$ cat config.mk
export PLATFORM = sky130hd
export DESIGN_NAME = bthc_capture
export DESIGN_NICKNAME = d
export VERILOG_FILES = /design/src/bthc_capture.v
export VERILOG_INCLUDE_DIRS = /design/src /design/src/src
export SDC_FILE = /design/constraint.sdc
export NUM_CORES = 1
export LEC_CHECK = 0
export BUFFER_PORTS_ARGS = -buffer_cell sky130_fd_sc_hd__clkbuf_2
export CAP_MARGIN = 25
export CORE_AREA = 2 2 346 348
export DETAILED_ROUTE_END_ITERATION = 12
export DIE_AREA = 0 0 348 350
export PLACE_DENSITY_LB_ADDON = 0.05
export SLEW_MARGIN = 15
export SYNTH_ARGS = -nofsm -noshare
export SYNTH_HDL_FRONTEND = slang
export SYNTH_SLANG_ARGS = --single-unit
$ cat constraint.sdc
create_clock -name ref_clk -period 3.1 [get_ports ref_clk]
set_input_delay 0.465 -clock ref_clk [delete_from_list [all_inputs] [get_ports ref_clk]]
set_output_delay 0.465 -clock ref_clk [all_outputs]
set_load 0.01 [all_outputs]
$ cat src/bthc_defs.vh
// Purpose: constants for the bus trigger and history capture block
// Assumes: one 109-bit captured word per qualified bus cycle
// Notes:   definitions only
`ifndef BTHC_DEFS_VH
`define BTHC_DEFS_VH
`define BTHC_WORD_W      109
`define BTHC_STAGE1_W    14
`define BTHC_STAGE2_W    2
`define BTHC_POST_COUNT  2'h2
`define BTHC_CHUNK_W     8
`endif

$ cat src/bthc_capture.v
// Purpose: trigger compare and five-entry history capture for a bus analyzer
// Assumes: bus_word and qualify are synchronous to ref_clk
// Notes:   mask and pattern arrive as ports; no software registers here
// Operation
// - run_n low while capturing, else high
// - match_n low when history matches trigger
// - on trigger match_n low, run_n high two qualified cycles later
// - match_n stays low until reset or start
// - five history entries of 109 bits
// - trigger entry plus two preceding cycles
// - two following cycles after the trigger
// - same bit layout for setup and history
// - mask, xor, three-clock or-reduce, zero matches
// - start, stop act on falling edges
// - stop ends capture at once, freezes history
// - reset stops and clears history
`include "bthc_defs.vh"
`timescale 1ns/10ps
`default_nettype none
module bthc_capture #(
   parameter WORD_W = `BTHC_WORD_W
) (
   input  wire              ref_clk,        // bus clock
   input  wire              rst_n,          // async reset, active low
   input  wire              clk_en,         // freezes all state while low
   input  wire [WORD_W-1:0] bus_word,       // captured bus cycle word
   input  wire              qualify,        // bus_word holds a cycle to capture
   input  wire [WORD_W-1:0] mask,           // compare mask, 1 = compare bit
   input  wire [WORD_W-1:0] pattern,        // compare pattern
   input  wire              start_n,        // start, acts on falling edge
   input  wire              stop_input,     // stop, acts on falling edge
   output reg               run_n,          // low while capturing
   output reg               match_n,        // low after a trigger
   output reg  [WORD_W-1:0] history_before_2, // two cycles before trigger
   output reg  [WORD_W-1:0] history_before_1, // cycle before trigger
   output reg  [WORD_W-1:0] history_trigger_entry, // triggering cycle
   output reg  [WORD_W-1:0] history_after_1,  // cycle after trigger
   output reg  [WORD_W-1:0] history_after_2   // two cycles after trigger
);
   localparam N1 = `BTHC_STAGE1_W;
   localparam CH = `BTHC_CHUNK_W;
   localparam ST_IDLE = 2'h0;
   localparam ST_RUN  = 2'h1;
   localparam ST_POST = 2'h2;

   // timing through the block, counted in edges of ref_clk with clk_en high:
   //   edge k    word k is sampled into cmp_reg and into the first data stage
   //   edge k+1  the first or-stage folds the compare into fourteen groups
   //   edge k+2  the second or-stage folds fourteen groups into two halves
   //   edge k+3  hit_reg holds the match of word k
   //   from k+3  d4_reg and q4_reg hold word k and its qualifier, so the
   //             trigger decision and the word that caused it meet at last
   // the data line is as deep as the compare pipe on purpose: a line one
   // stage shorter shifts the word after the trigger word into the middle
   // entry and the whole history comes out one cycle late.
   //
   // the history line always shifts towards history_before_2. the trigger
   // word enters history_after_2 at the edge that sees the match, and two
   // more qualified words move it into history_trigger_entry. only then
   // does run_n go high, so all five entries are valid once capture ends.
   //
   // limitations a user must know:
   //   a stop freezes at once and takes no post cycles, so the after
   //   entries then hold the newest words rather than a trigger's followers.
   //   a match seen while the post cycles run is ignored; the first match
   //   of a capture wins.
   //   the words still in the pipe when a start falls are discarded, which
   //   costs four cycles of history right after a start.
   //   a mask bit at zero with the same pattern bit at one can never match;
   //   such a setup simply never triggers.
   //   clk_en low freezes every stage, the edge detectors too, so a start
   //   or stop edge that comes and goes while it is low is lost.

   reg  [1:0]        state_reg;
   reg  [1:0]        post_cnt_reg;
   reg               start_d_reg;
   reg               stop_d_reg;
   reg  [WORD_W-1:0] cmp_reg;
   reg  [N1-1:0]     or1_reg;
   reg  [1:0]        or2_reg;
   reg               hit_reg;
   reg  [WORD_W-1:0] d1_reg;
   reg  [WORD_W-1:0] d2_reg;
   reg  [WORD_W-1:0] d3_reg;
   reg               q1_reg;
   reg               q2_reg;
   reg               q3_reg;
   reg  [WORD_W-1:0] d4_reg;
   reg               q4_reg;
   reg  [N1-1:0]     or1_next;
   integer           i;

   wire start_fall = start_d_reg & ~start_n;
   wire stop_fall  = stop_d_reg & ~stop_input;
   wire capturing  = (state_reg != ST_IDLE);
   // the match lags its word by four clocks, so the word rides a parallel delay line
   wire trig       = (state_reg == ST_RUN) & q4_reg & hit_reg;

   // first or-stage folds 109 bits to 14 groups of up to eight
   always @* begin
      or1_next = {N1{1'b0}};
      for (i = 0; i < WORD_W; i = i + 1)
         or1_next[i/CH] = or1_next[i/CH] | cmp_reg[i];
   end

   // compare pipeline and aligned data path
   always @(posedge ref_clk or negedge rst_n) begin
      if (!rst_n) begin
         cmp_reg <= {WORD_W{1'b0}};
         or1_reg <= {N1{1'b0}};
         or2_reg <= 2'h0;
         hit_reg <= 1'b0;
         d1_reg  <= {WORD_W{1'b0}};
         d2_reg  <= {WORD_W{1'b0}};
         d3_reg  <= {WORD_W{1'b0}};
         q1_reg  <= 1'b0;
         q2_reg  <= 1'b0;
         q3_reg  <= 1'b0;
         d4_reg  <= {WORD_W{1'b0}};
         q4_reg  <= 1'b0;
      end else if (clk_en) begin
         cmp_reg <= (bus_word & mask) ^ pattern;
         or1_reg <= or1_next;
         or2_reg <= {|or1_reg[N1-1:N1/2], |or1_reg[N1/2-1:0]};
         hit_reg <= ~(|or2_reg);
         d1_reg  <= bus_word;
         d2_reg  <= d1_reg;
         d3_reg  <= d2_reg;
         q1_reg  <= qualify & capturing & ~start_fall;
         q2_reg  <= q1_reg & ~start_fall;
         q3_reg  <= q2_reg & ~start_fall;
         d4_reg  <= d3_reg;
         q4_reg  <= q3_reg & ~start_fall;
      end
   end

   // capture control: start wins over a simultaneous stop
   always @(posedge ref_clk or negedge rst_n) begin
      if (!rst_n) begin
         state_reg    <= ST_IDLE;
         post_cnt_reg <= 2'h0;
         start_d_reg  <= 1'b1;
         stop_d_reg   <= 1'b1;
         run_n        <= 1'b1;
         match_n      <= 1'b1;
      end else if (clk_en) begin
         start_d_reg <= start_n;
         stop_d_reg  <= stop_input;
         if (start_fall) begin
            state_reg <= ST_RUN;
            run_n     <= 1'b0;
            match_n   <= 1'b1;
         end else if (stop_fall && capturing) begin
            state_reg <= ST_IDLE;
            run_n     <= 1'b1;
         end else begin
            case (state_reg)
               ST_RUN: begin
                  if (trig) begin
                     state_reg    <= ST_POST;
                     post_cnt_reg <= 2'h0;
                     match_n      <= 1'b0;
                  end
               end
               ST_POST: begin
                  if (q4_reg) begin
                     post_cnt_reg <= post_cnt_reg + 2'h1;
                     if (post_cnt_reg == `BTHC_POST_COUNT - 2'h1) begin
                        state_reg <= ST_IDLE;
                        run_n     <= 1'b1;
                     end
                  end
               end
               default: state_reg <= ST_IDLE;
            endcase
         end
      end
   end

   // five-entry shift line; only qualified cycles enter while capturing
   always @(posedge ref_clk or negedge rst_n) begin
      if (!rst_n) begin
         history_before_2      <= {WORD_W{1'b0}};
         history_before_1      <= {WORD_W{1'b0}};
         history_trigger_entry <= {WORD_W{1'b0}};
         history_after_1       <= {WORD_W{1'b0}};
         history_after_2       <= {WORD_W{1'b0}};
      end else if (clk_en) begin
         if (start_fall) begin
            history_before_2      <= {WORD_W{1'b0}};
            history_before_1      <= {WORD_W{1'b0}};
            history_trigger_entry <= {WORD_W{1'b0}};
            history_after_1       <= {WORD_W{1'b0}};
            history_after_2       <= {WORD_W{1'b0}};
         end else if (capturing && !stop_fall && q4_reg) begin
            // oldest at before_2; after the two post shifts the trigger sits in the middle
            history_before_2      <= history_before_1;
            history_before_1      <= history_trigger_entry;
            history_trigger_entry <= history_after_1;
            history_after_1       <= history_after_2;
            history_after_2       <= d4_reg;
         end
      end
   end
endmodule
`default_nettype wire

==> results_dict.tcl <==
set metrics [dict create \
    outcome "complete, no violations" \
    yosys_warnings 0 \
    areaGrowthSynthToFinish_pct 25.3 \
    syn_avg_cell_area_sq_um 14.6 \
    antenna_found_initial 4 \
    overflow 0 \
    grt_pass1_wl_um 174000 \
    tritoncts "yes" \
    cts_sinks 1119 \
    slowest_delay_ns 0.48 \
    drt_first_pass_iters 5 \
    yosysTopAreaCell "dfrtp_1" \
    routed_wl_um 115000 \
    postSynthCellCount 2854 \
    clock.fmax_mhz 458 \
    p_leak_nw 25.4 \
    postCtsSetupRepairBufs 0 \
    finalWorstSetupSlack_ns 0.917 \
    cp-end-kind "flop" \
    tightest_slew_ns 1.09 \
    finalSetupViolCount 0 \
    path_cells "inv_1, ha_1, nor3_4, buf_12, a22o_1" \
    critPathMaxFanout 174 \
    drive_above_1_share 0.408 \
    p_int_w 0.0262 \
    synth_area_leaders "dfrtp_1 67%, mux2_2 12%, a22o_1 11%" \
    place_area_sq_um 47900 \
    hp-class "input port to flop" \
    die_h_um 350 \
    hpwl_um 80100 \
    final_area_sq_um 52300 \
    synth_nets 3191 \
    drv_slew 0 \
    num_rows 126 \
    die_area_sq_um 122000 \
    yosys_register_bits 1119 \
    crit_type "flop to flop" \
    rsz0062_at_grt "false" \
    grt_max_degree 185 \
    drt_iter0_markers 1615 \
    clockBufferDepth 3 \
    seqPwrFrac 0.489 \
    start_util 0.355 \
    cts_htree_levels 4 \
    clock_skew_ns 0.0246 \
    viasPerCell 5.05 \
    yosysSeqAreaShare 0.670 \
    reg2reg_slack_ns 0.92 \
    cts-root-buf "clkbuf_16" \
    clock_power_share 0.420 \
    p_switching_w 0.00823 \
    clk_latency_ns 0.71 \
    irDropWorstVdd_mv 0.486 \
    critPathLaunchType "flop" \
    netlist.area_leader.share 0.668 \
    cp.required_ns 3.74 \
    vias 27300 \
    io_buffer_count 879 \
    clk_pin_slew_worst_paths_ns 0.05 \
    arrival_ns 2.82 \
    timing.setup.tns_ns 0 \
    min_period_ns 2.18 \
    maxCapViolations 0 \
    track_usage 0.184 \
    nNetsFinal 4111 \
    finalWeightedCongestion 0.850 \
    grt_pass1_vias 27900 \
    pre_cts_ws_ns 0.722 \
    hold_violations 0 \
    core_area_sq_um 118000 \
    boundaryPins 880 \
    drc_errors 0 \
    cts_buffers 130 \
    yosys.cell_types.count 32 \
    die_w_um 348 \
    ant_nets 0 \
    finalCritPeriodShare 0.704 \
    power_density_nw_per_um2 658 \
    swShare 0.239 \
    slew_headroom 0.265 \
    cp_slowest_cell "buf_12" \
    total_power_w 0.0344 \
    wl_per_cell_um 21.2 \
    p_comb_frac 0.091 \
    netlist_area_sq_um 41800 \
]
-- layout by cell type (no fill, tap or decap), types with 16 or more instances in the layout --
cell type,instances
xor2_1,109
a21oi_1,112
a22o_1,545
clkbuf_1,42
nand2_1,118
nor4_1,28
clkbuf_8,23
clkbuf_16,135
dfrtp_1,1115
clkbuf_2,877
mux2_2,440
nor2_1,129
buf_12,23
a31oi_1,16
buf_4,46
dlygate4sd3_1,39
-- layer usage --
layer	track usage	part of all wire	up-vias
met5	0	0	-
met4	0.0662	0.031	0
met3	0.0394	0.052	196
met2	0.303	0.49	820
met1	0.241	0.43	14000
li1	-	-	12300
-- repair_timing --
item | in CTS | in global routing
gates resized for setup | 0 | 0
setup endpoints to repair | 0 | 0
hold buffers | 39 | 0
hold endpoints to repair | 72 | 0
-- power groups by stage --
| stage | logic, W | clock network, W | registers, W |
|---|---|---|---|
| CTS | 0.00319 | 0.0150 | 0.0169 |
| finish | 0.00312 | 0.0145 | 0.0168 |
| global route | 0.00345 | 0.0156 | 0.0170 |
| global placement | 0.00305 | 0 | 0.0171 |
| detailed placement | 0.00314 | 0 | 0.0171 |
| floorplan | 0.00186 | 0 | 0.0168 |
-- cell usage after synthesis --
cell type / instances
o211ai_1: 1
nand3_1: 1
buf_1: 7
buf_4: 12
inv_1: 7
a22o_1: 545
ha_1: 4
nor3_4: 1
nor3b_1: 2
a22oi_1: 1
mux2i_1: 1
o22ai_1: 3
o21a_1: 2
o21ai_0: 4
a21oi_1: 112
nor2b_1: 2
buf_6: 12
buf_2: 140
clkbuf_1: 29
dfstp_2: 4
nor2_1: 129
a31oi_1: 16
nand2b_1: 2
dfrtp_1: 1115
a31o_2: 1
nor4_1: 28
nand2_1: 118
mux2_2: 440
o31a_1: 1
xor2_1: 109
nor3_1: 3
nand4_1: 2
-- area by class of cell --
cell class	count	area, sq um
Timing Repair Buffer	988	5640
Multi-Input combinational cell	1528	12700
Clock buffer	200	3850
Sequential cell	1119	28000
Fill cell	10800	65400
Antenna cell	1	2.50
Inverter	7	26.3
Tap cell	1536	1920
Clock inverter	22	193
-- final timing paths --
| path | startpoint | endpoint | cells past startpoint |
|---|---|---|---|
| worst max-delay path | state_reg[0] | history_before_1[85] | 5 |
| worst min-delay path | bus_word[19] | d1_reg[19] | 2 |
| worst max register to register | state_reg[0] | history_before_1[85] | 5 |
| worst min register to register | match_n | match_n | 2 |
| max in group asynchronous | rst_n | d4_reg[64] | 3 |
| min in group asynchronous | rst_n | history_before_2[95] | 2 |
-- kinds of logic (layout without fill, tap and decap cells) --
group,Yosys count,in the layout,synth area share
adder cells (fa/ha/maj),4,4,0.00120
AO/OA/AOI/OAI,686,686,0.132
AND/OR/NAND/NOR,288,288,0.0285
XOR/XNOR,109,109,0.0229
other,0,1,0
multiplexers,441,441,0.119
flip-flops,1119,1119,0.670
buffers and inverters,207,1217,0.0260
-- through the flow --
| step | util | hold WS (ns) | cells |
|---|---|---|---|
| floorplan | - | 0.169 | 2854 |
| global placement | 0.406 | 0.479 | 5138 |
| detailed placement | 0.406 | 0.472 | 5138 |
| CTS | 0.444 | 0.00105 | 5399 |
| global route | 0.444 | 0.0167 | 5400 |
| finish | 0.444 | 0.0608 | 5401 |
-- critical path: cells and delay by family, from the launching register on --
kind / cells / cell delay [ns]
compound gates: 1 / 0.28
fa+ha+maj: 1 / 0.28
buf+inv: 2 / 0.55
flops: 1 / 0.35
simple gates: 1 / 0.39
Power figures use the tool's default switching activity.
